`src/pkg/gcs_consts.vh`:
```
// constants for the gauge coil scan start control block
`ifndef GCS_CONSTS_VH
`define GCS_CONSTS_VH
// register byte offsets
`define GCS_CTRL_OFF      8'h00
`define GCS_MASK_OFF      8'h04
`define GCS_STAT_OFF      8'h08
`define GCS_CMR_PAGE      2'h1
`define GCS_CDR_PAGE      2'h2
// coil index field of a buffer address and the page above it
`define GCS_IDX_LO        2
`define GCS_IDX_HI        5
`define GCS_PAGE_LO       6
`define GCS_PAGE_HI       7
`define GCS_DIR_BIT       0
`define GCS_STAT_W        5
// control register fields
`define GCS_TRIG_BIT      0
`define GCS_AUTO_BIT      1
`define GCS_DIV_LO        2
`define GCS_DIV_HI        3
`define GCS_SYNC_POINT_FLAG_BIT      4
`define GCS_SYNC_FLAG_CLEAR_BIT      5
// address decode kinds
`define GCS_K_NONE        3'h0
`define GCS_K_CTRL        3'h1
`define GCS_K_MASK        3'h2
`define GCS_K_STAT        3'h3
`define GCS_K_CMR         3'h4
`define GCS_K_CDR         3'h5
// sequencer figures
`define GCS_NCOIL         12
`define GCS_FIRST_COIL    4'h0
`define GCS_SYNC_COIL     4'ha
`define GCS_LAST_COIL     4'hb
`define GCS_DIV0_M1       12'h1ff
`define GCS_DIV1_M1       12'h3ff
`define GCS_DIV2_M1       12'h7ff
`define GCS_DIV3_M1       12'hfff
`define GCS_MAG_W         8
`define GCS_MASK_W        6
// reset values
`define GCS_MAG_RST       8'h00
`define GCS_MASK_RST      6'h00
`define GCS_DIV_RST       2'h0
// axi responses
`define GCS_RESP_OKAY     2'h0
`define GCS_RESP_SLVERR   2'h2
`endif

```
`src/design/gcs_scan_ctrl.v`:
```
// scan start, mode select and coil sequencer with axi4-lite registers
`timescale 1ns/1ps
`include "gcs_consts.vh"

module gcs_scan_ctrl (
  // clock and reset
  input  wire        aclk,
  input  wire        aresetn,
  // axi4-lite write address
  input  wire [7:0]  s_axi_awaddr,
  input  wire [2:0]  s_axi_awprot,
  input  wire        s_axi_awvalid,
  output wire        s_axi_awready,
  // axi4-lite write data
  input  wire [31:0] s_axi_wdata,
  input  wire [3:0]  s_axi_wstrb,
  input  wire        s_axi_wvalid,
  output wire        s_axi_wready,
  // axi4-lite write response
  output wire [1:0]  s_axi_bresp,
  output wire        s_axi_bvalid,
  input  wire        s_axi_bready,
  // axi4-lite read address
  input  wire [7:0]  s_axi_araddr,
  input  wire [2:0]  s_axi_arprot,
  input  wire        s_axi_arvalid,
  output wire        s_axi_arready,
  // axi4-lite read data
  output wire [31:0] s_axi_rdata,
  output wire [1:0]  s_axi_rresp,
  output wire        s_axi_rvalid,
  input  wire        s_axi_rready,
  // shared coil drive path
  output wire [7:0]  dac_mag,
  output wire [3:0]  coil_sel,
  output wire        coil_dir,
  output wire        coil_drive_on,
  output wire        coil_update
);

  localparam ST_IDLE = 1'b0;
  localparam ST_SCAN = 1'b1;

  // decode a byte address into a register kind
  function [2:0] addr_kind;
    input [7:0] a;
    begin
      if (a == `GCS_CTRL_OFF)
        addr_kind = `GCS_K_CTRL;
      else if (a == `GCS_MASK_OFF)
        addr_kind = `GCS_K_MASK;
      else if (a == `GCS_STAT_OFF)
        addr_kind = `GCS_K_STAT;
      else if (a[`GCS_PAGE_HI:`GCS_PAGE_LO] == `GCS_CMR_PAGE && a[`GCS_IDX_LO-1:0] == 2'h0 &&
               a[`GCS_IDX_HI:`GCS_IDX_LO] <= `GCS_LAST_COIL)
        addr_kind = `GCS_K_CMR;
      else if (a[`GCS_PAGE_HI:`GCS_PAGE_LO] == `GCS_CDR_PAGE && a[`GCS_IDX_LO-1:0] == 2'h0 &&
               a[`GCS_IDX_HI:`GCS_IDX_LO] <= `GCS_LAST_COIL)
        addr_kind = `GCS_K_CDR;
      else
        addr_kind = `GCS_K_NONE;
    end
  endfunction

  // prescaler terminal count for each divider setting
  function [11:0] div_limit;
    input [1:0] sel;
    begin
      case (sel)
        2'h0:    div_limit = `GCS_DIV0_M1;
        2'h1:    div_limit = `GCS_DIV1_M1;
        2'h2:    div_limit = `GCS_DIV2_M1;
        default: div_limit = `GCS_DIV3_M1;
      endcase
    end
  endfunction

  // bus state
  reg        awready_q;
  reg        wready_q;
  reg        aw_got_q;
  reg        w_got_q;
  reg [7:0]  awaddr_q;
  reg [31:0] wdata_q;
  reg [3:0]  wstrb_q;
  reg        bvalid_q;
  reg [1:0]  bresp_q;
  reg        arready_q;
  reg        rvalid_q;
  reg [31:0] rdata_q;
  reg [1:0]  rresp_q;
  // control state
  reg        trig_q;
  reg        auto_q;
  reg [1:0]  div_sel_q;
  reg        sync_q;
  reg        sync_seen_q;
  reg [5:0]  mask_q;
  reg        state_q;
  reg [3:0]  coil_q;
  reg [11:0] presc_q;
  // coil buffers
  reg [7:0]  mag_m [0:`GCS_NCOIL-1];
  reg [7:0]  mag_s [0:`GCS_NCOIL-1];
  reg        dir_m [0:`GCS_NCOIL-1];
  reg        dir_s [0:`GCS_NCOIL-1];
  // drive outputs
  reg [7:0]  dac_mag_q;
  reg [3:0]  coil_sel_q;
  reg        coil_dir_q;
  reg        drive_on_q;
  reg        update_q;

  wire       wr_go = aw_got_q & w_got_q & ~bvalid_q;
  wire [2:0] wr_kind = addr_kind(awaddr_q);
  wire [2:0] rd_kind = addr_kind(s_axi_araddr);
  wire [3:0] wr_idx = awaddr_q[`GCS_IDX_HI:`GCS_IDX_LO];
  wire       ctrl_wr = wr_go & (wr_kind == `GCS_K_CTRL) & wstrb_q[0];
  wire       ar_fire = s_axi_arvalid & arready_q;

  // a trigger write only counts in manual mode with the bit already clear
  wire       trig_set = ctrl_wr & wdata_q[`GCS_TRIG_BIT] & ~auto_q & ~trig_q;

  // sequencer slot timing
  wire       tick = (state_q == ST_SCAN) & (presc_q == div_limit(div_sel_q));
  wire       idle_go = (state_q == ST_IDLE) & (auto_q | trig_q);
  wire       scan_end = tick & (coil_q == `GCS_LAST_COIL);
  wire       again = auto_q | trig_q;
  wire       slot_start = idle_go | (tick & ~(scan_end & ~again));
  wire [3:0] coil_next = (idle_go | scan_end) ? `GCS_FIRST_COIL : coil_q + 4'h1;
  wire       at_sync = slot_start & (coil_next == `GCS_SYNC_COIL);
  // automatic mode refreshes each slave as its slot begins
  wire       auto_copy = slot_start & auto_q;

  // write channel handshake
  always @(posedge aclk) begin
    if (!aresetn) begin
      awready_q <= 1'b1;
      wready_q  <= 1'b1;
      aw_got_q  <= 1'b0;
      w_got_q   <= 1'b0;
      awaddr_q  <= 8'h00;
      wdata_q   <= 32'h0000_0000;
      wstrb_q   <= 4'h0;
      bvalid_q  <= 1'b0;
      bresp_q   <= `GCS_RESP_OKAY;
    end else begin
      if (s_axi_awvalid && awready_q) begin
        awready_q <= 1'b0;
        aw_got_q  <= 1'b1;
        awaddr_q  <= s_axi_awaddr;
      end
      if (s_axi_wvalid && wready_q) begin
        wready_q <= 1'b0;
        w_got_q  <= 1'b1;
        wdata_q  <= s_axi_wdata;
        wstrb_q  <= s_axi_wstrb;
      end
      if (wr_go) begin
        aw_got_q <= 1'b0;
        w_got_q  <= 1'b0;
        bvalid_q <= 1'b1;
        // status is read-only, so a write to it is refused like a hole
        bresp_q  <= (wr_kind == `GCS_K_NONE || wr_kind == `GCS_K_STAT) ?
                    `GCS_RESP_SLVERR : `GCS_RESP_OKAY;
      end
      if (bvalid_q && s_axi_bready) begin
        bvalid_q  <= 1'b0;
        awready_q <= 1'b1;
        wready_q  <= 1'b1;
      end
    end
  end

  // read channel
  always @(posedge aclk) begin
    if (!aresetn) begin
      arready_q <= 1'b1;
      rvalid_q  <= 1'b0;
      rdata_q   <= 32'h0000_0000;
      rresp_q   <= `GCS_RESP_OKAY;
    end else begin
      if (ar_fire) begin
        arready_q <= 1'b0;
        rvalid_q  <= 1'b1;
        rresp_q   <= `GCS_RESP_OKAY;
        rdata_q   <= 32'h0000_0000;
        case (rd_kind)
          `GCS_K_CTRL: begin
            rdata_q[`GCS_TRIG_BIT]           <= trig_q;
            rdata_q[`GCS_AUTO_BIT]           <= auto_q;
            rdata_q[`GCS_DIV_HI:`GCS_DIV_LO] <= div_sel_q;
            rdata_q[`GCS_SYNC_POINT_FLAG_BIT]           <= sync_q;
          end
          `GCS_K_MASK: rdata_q[`GCS_MASK_W-1:0] <= mask_q;
          `GCS_K_STAT: rdata_q[`GCS_STAT_W-1:0] <= {state_q, coil_q};
          `GCS_K_CMR:  rdata_q[`GCS_MAG_W-1:0] <= mag_m[s_axi_araddr[`GCS_IDX_HI:`GCS_IDX_LO]];
          `GCS_K_CDR:  rdata_q[`GCS_DIR_BIT] <= dir_m[s_axi_araddr[`GCS_IDX_HI:`GCS_IDX_LO]];
          default:     rresp_q <= `GCS_RESP_SLVERR;
        endcase
      end
      if (rvalid_q && s_axi_rready) begin
        rvalid_q  <= 1'b0;
        arready_q <= 1'b1;
      end
    end
  end

  // control register, mask and flags
  always @(posedge aclk) begin
    if (!aresetn) begin
      trig_q      <= 1'b0;
      auto_q      <= 1'b0;
      div_sel_q   <= `GCS_DIV_RST;
      sync_q      <= 1'b0;
      sync_seen_q <= 1'b0;
      mask_q      <= `GCS_MASK_RST;
    end else begin
      if (ctrl_wr) begin
        auto_q    <= wdata_q[`GCS_AUTO_BIT];
        // the top setting is still honoured; keeping off it is software's job
        div_sel_q <= wdata_q[`GCS_DIV_HI:`GCS_DIV_LO];
      end
      if (wr_go && wr_kind == `GCS_K_MASK && wstrb_q[0])
        mask_q <= wdata_q[`GCS_MASK_W-1:0];
      // set wins if both meet: set needs the bit low, the clear at the sync slot does not look at it
      if (trig_set)
        trig_q <= 1'b1;
      else if (at_sync)
        trig_q <= 1'b0;
      // a read that shows the flag set arms the write-one clear
      if (ar_fire && rd_kind == `GCS_K_CTRL && sync_q)
        sync_seen_q <= 1'b1;
      if (at_sync) begin
        sync_q <= 1'b1;
      end else if (ctrl_wr && wdata_q[`GCS_SYNC_FLAG_CLEAR_BIT] && sync_seen_q) begin
        sync_q      <= 1'b0;
        sync_seen_q <= 1'b0;
      end
    end
  end

  // sequencer: twelve equal slots per scan
  always @(posedge aclk) begin
    if (!aresetn) begin
      state_q <= ST_IDLE;
      coil_q  <= `GCS_FIRST_COIL;
      presc_q <= 12'h000;
    end else begin
      case (state_q)
        ST_IDLE: begin
          presc_q <= 12'h000;
          if (idle_go) begin
            state_q <= ST_SCAN;
            coil_q  <= `GCS_FIRST_COIL;
          end
        end
        ST_SCAN: begin
          if (tick) begin
            presc_q <= 12'h000;
            if (scan_end && !again)
              state_q <= ST_IDLE;
            else
              coil_q <= coil_next;
          end else begin
            presc_q <= presc_q + 12'h001;
          end
        end
        default: begin
          state_q <= ST_IDLE;
          coil_q  <= `GCS_FIRST_COIL;
          presc_q <= 12'h000;
        end
      endcase
    end
  end

  // master and slave buffers, one set per coil
  genvar gi;
  generate
    for (gi = 0; gi < `GCS_NCOIL; gi = gi + 1) begin : g_coil
      always @(posedge aclk) begin
        if (!aresetn) begin
          mag_m[gi] <= `GCS_MAG_RST;
          dir_m[gi] <= 1'b0;
          mag_s[gi] <= `GCS_MAG_RST;
          dir_s[gi] <= 1'b0;
        end else begin
          if (wr_go && wr_kind == `GCS_K_CMR && wr_idx == gi && wstrb_q[0])
            mag_m[gi] <= wdata_q[`GCS_MAG_W-1:0];
          if (wr_go && wr_kind == `GCS_K_CDR && wr_idx == gi && wstrb_q[0])
            dir_m[gi] <= wdata_q[`GCS_DIR_BIT];
          if (trig_set || (auto_copy && coil_next == gi)) begin
            mag_s[gi] <= mag_m[gi];
            dir_s[gi] <= dir_m[gi];
          end
        end
      end
    end
  endgenerate

  // shared drive path: magnitude and polarity are separate fields
  always @(posedge aclk) begin
    if (!aresetn) begin
      dac_mag_q  <= `GCS_MAG_RST;
      coil_sel_q <= `GCS_FIRST_COIL;
      coil_dir_q <= 1'b0;
      drive_on_q <= 1'b0;
      update_q   <= 1'b0;
    end else begin
      update_q <= slot_start;
      if (slot_start) begin
        coil_sel_q <= coil_next;
        // automatic mode drives the value being copied in the same slot
        dac_mag_q  <= auto_copy ? mag_m[coil_next] : mag_s[coil_next];
        coil_dir_q <= auto_copy ? dir_m[coil_next] : dir_s[coil_next];
        // a masked gauge keeps its slot but its driver stays off
        drive_on_q <= mask_q[coil_next[3:1]];
      end else if (scan_end) begin
        drive_on_q <= 1'b0;
      end
    end
  end

  assign s_axi_awready = awready_q;
  assign s_axi_wready  = wready_q;
  assign s_axi_bresp   = bresp_q;
  assign s_axi_bvalid  = bvalid_q;
  assign s_axi_arready = arready_q;
  assign s_axi_rdata   = rdata_q;
  assign s_axi_rresp   = rresp_q;
  assign s_axi_rvalid  = rvalid_q;
  assign dac_mag       = dac_mag_q;
  assign coil_sel      = coil_sel_q;
  assign coil_dir      = coil_dir_q;
  assign coil_drive_on = drive_on_q;
  assign coil_update   = update_q;

endmodule // gcs_scan_ctrl

```
`config.mk`:
```
export PLATFORM = sky130hd
export DESIGN_NAME = gcs_scan_ctrl
export DESIGN_NICKNAME = d
export VERILOG_FILES = /design/src/design/gcs_scan_ctrl.v
export VERILOG_INCLUDE_DIRS = /design/src /design/src/pkg
export SDC_FILE = /design/constraint.sdc
export NUM_CORES = 1
export LEC_CHECK = 0
export BUFFER_PORTS_ARGS = -buffer_cell sky130_fd_sc_hd__buf_2
export CAP_MARGIN = 15
export CORE_ASPECT_RATIO = 1.4
export CORE_MARGIN = 3
export CORE_UTILIZATION = 53
export DETAILED_ROUTE_END_ITERATION = 7
export PLACE_DENSITY = 0.71
export SKIP_LAST_GASP = 1
export SLEW_MARGIN = 25
export SYNTH_ARGS = -nofsm -noshare
export SYNTH_HDL_FRONTEND = slang
export SYNTH_SLANG_ARGS = --single-unit
```
`constraint.sdc`:
```
create_clock -name aclk -period 3.16 [get_ports aclk]
set_input_delay 0.316 -clock aclk [delete_from_list [all_inputs] [get_ports aclk]]
set_output_delay 0.316 -clock aclk [all_outputs]
set_load 0.02 [all_outputs]
```
==> results.toml <==
[logic_synthesis]
synth_top_family_by_area = "simple AND/OR/NAND/NOR gates"
syn_avg_cell_area_um2 = 11.14
synth_cell_type_count = 74
synth_area_leader_cell = "edfxtp_1"
netlist_instances = 1334
synth_compound_gate_area_share = 0.1100
yosys.area_share.simple = 0.1910
async_reset_ff_frac = 0
yosysWarnings = 0
synthMuxAreaShare = 0.1103
yosysTopAreaCellShare = 0.4324
synth-edff-count = 214
ys_top_cells_by_area = "edfxtp_1 43%, dfxtp_1 11%, and2_1 8.2%, mux4_2 6.1%, mux2i_1 3.9%"
synthesis.area_um2 = 14860
ys_ff_latch = 294
post_synth_fa_ha_maj_area_fraction = 0.001684
synthXorXnorAreaFrac = 0.008250
yosysSeqAreaShare = 0.5401
synth-main-ff-cell = "edfxtp_1"

[floorplanning]
die_h_um = 204.1
dieArea_um2 = 30120
num_rows = 71
io_pins = 121
dieWidth_um = 147.5
core-area_um2 = 27270
start_util = 0.5450

[power]
p_per_area_nw_per_um2 = 491.5
irDropWorstVdd_uv = 536.5
p_total_mw = 8.239
power.leakage_nw = 6.071

[timing]
fin_crit_sh = 0.9214
rsz0062_at_grt = "no"
finalSetupTns_ns = 0
period_needed_ns = 2.912
worst_slew_pin_slew_ns = 0.8375
maxSlewHeadroom = 0.4417
finalHoldViolations = 0
setup_viol = 0
setup_ws_ns = 0.2482
timing.fmax_mhz = 343.4
finalMaxSlewViolations = 0
skew_ns = 0.01415

[drt]
viasPerCell = 6.053
wl_per_cell_um = 24.05
drc = 0
drt_iter0_markers = 1106
antenna_left = 0
wl_um = 43400
drt_first_pass_iters = 6
via_count = 10930

[final_layout]
multi_input_area_um2 = 6374
nNetsFinal = 1487
drive_gt1_frac = 0.1722
nFillCells = 2252
layout.cells.non_filler = 1805
area_growth_pct = 12.78
register_area_um2 = 8031
fin_util = 0.6146
antennaDiodeCount = 0

[worst_setup_path]
crit_fanout = 9
end_kind = "flop"
worstSetupStartpointType = "flop"
crit_start = "auto_q"
critPathRequiredTime_ns = 3.37
r2r_start = "auto_q"
cp.arrival_ns = 3.12
path_class = "reg2reg"

[clock_network]
cts_buffer_depth = 3
clock_latency_ns = 0.56
cts_tree = "yes"
clk_pin_slew_ns = 0.07
cts_max_level = 1
clock_sinks = 294
cts_buffers = 29
root_buffer = "clkbuf_16"

[placement]
place_hpwl_um = 32670
place_inst = 1742
io_buffers = 61
finalWeightedCongestion = 0.9781
post-place-ws_ns = 0.2322

[global_route]
antenna_found_initial = 0
grt_pass1_vias = 10600
use_met3 = 0.04303
grt_pass1_wl_um = 65740
met1_usage = 0.3696
busiest_layer = "met2"
grt_overflow_total = 0
track_usage = 0.2895
grt_max_degree = 66
grt_util_met2 = 0.4902

[min_path]
hold_path.class = "in2reg"
hold_start = "s_axi_awaddr[4]"

[status]
status = "complete, no violations"

[flow_run]
cap_violations = 0
cells in the final DEF, fill, tap and decap left out, types with 26 or more instances in the layout:
cell type and instances:
nand3_1 27, mux2i_1 58, nand2_1 99, and2_1 194, buf_2 61, o21ai_0 54, edfxtp_1 214, a21oi_1 72
clkbuf_16 29, mux4_2 40, nor2_1 122, conb_1 26, buf_4 66, dfxtp_1 79
cell usage after synthesis, types with 5 or more instances:
| cell | number |
|---|---|
| a211oi_1 | 12 |
| a21oi_1 | 72 |
| a21oi_2 | 5 |
| a221oi_1 | 9 |
| a22oi_1 | 6 |
| a31oi_1 | 12 |
| a41oi_1 | 5 |
| and2_1 | 194 |
| buf_1 | 11 |
| buf_2 | 12 |
| buf_4 | 27 |
| clkbuf_1 | 60 |
| dfxtp_1 | 80 |
| edfxtp_1 | 214 |
| inv_1 | 11 |
| mux2_2 | 12 |
| mux2i_1 | 58 |
| mux4_2 | 40 |
| nand2_1 | 99 |
| nand2b_1 | 8 |
| nand3_1 | 27 |
| nand3b_1 | 6 |
| nand4_1 | 10 |
| nand4b_1 | 5 |
| nor2_1 | 123 |
| nor2b_1 | 12 |
| nor3_1 | 11 |
| nor3b_1 | 9 |
| nor4_1 | 8 |
| o211ai_1 | 8 |
| o21a_1 | 5 |
| o21ai_0 | 54 |
| o21ai_1 | 11 |
| o221ai_1 | 7 |
| o22ai_1 | 5 |
| or3_1 | 8 |
| xnor2_1 | 8 |
| xor2_1 | 6 |
layout make-up:
cell class,count,share of cell area
clock inverter,15,0.009330
inverter,11,0.002463
timing repair buffer,140,0.05613
tap,365,0.02724
multi-input combinational,944,0.3802
clock buffer,36,0.04546
sequential,294,0.4791
final timing paths:
kind	to	slack [ns]	depth (start not counted)
max	mag_s[1][5]	0.25	5
min	awaddr_q[4]	0.01	3
max reg2reg	mag_s[1][5]	0.25	5
min reg2reg	presc_q[0]	0.46	1
timing repair:
| action | in CTS | in global routing |
|---|---|---|
| endpoints found under the setup margin | 0 | 5 |
| buffers inserted | 0 | 0 |
| hold buffers | 12 | 0 |
| endpoints found under the hold margin | 12 | 0 |
| resized for setup | 0 | 1 |
power by group:
| part | total, mW | switching [mW] | internal (mW) |
|---|---|---|---|
| Sequential | 4.37 | 0.120 | 4.25 |
| Clock | 3.39 | 1.44 | 1.95 |
| Combinational | 0.484 | 0.302 | 0.183 |
| Total | 8.24 | 1.86 | 6.38 |
registers in the layout, indices dropped and copies added, names as in the netlist, 2 cells and up:
| signal | flops |
|---|---|
| div_sel_q | 2 |
| awaddr_q | 8 |
| dir_m | 12 |
| mag_s | 96 |
| wdata_q | 8 |
| dac_mag | 8 |
| dir_s | 12 |
| mag_m | 96 |
| mask_q | 6 |
| presc_q | 12 |
| s_axi_rdata | 8 |
| coil_q | 4 |
| coil_sel | 4 |
layer usage:
layer / share of wire / wire length [um]
met3: 0.077 / 3347
met5: 0 / 0
met1: 0.38 / 16620
met4: 0.052 / 2265
met2: 0.49 / 21170
metrics by stage:
step                area (um2)  hold WS, ns
finish                   16760      0.01272
detailed placement       15720       0.4434
floorplan                14960       0.4164
global placement         15720       0.4368
global route             16760      0.01003
CTS                      16760    0.0002012
critical path, cell delays in order (launching register included):
cell	delay [ns]
dfxtp_1	0.37
nor2_1	0.44
nor2_1	0.29
or4_1	0.68
or3_4	0.45
nand2_1	0.33
kinds of logic (layout without fill, tap and decap cells):
logic type | count (synthesis) | count (layout)
AOI/OAI and AO/OA | 251 | 251
xor gates and xnor gates | 14 | 14
adders and majority gates | 2 | 2
buffers and inverters | 121 | 202
DFF | 294 | 294
muxes | 112 | 112
other | 1 | 26
and+or+nand+nor | 539 | 539
Power figures use the tool's default switching activity.
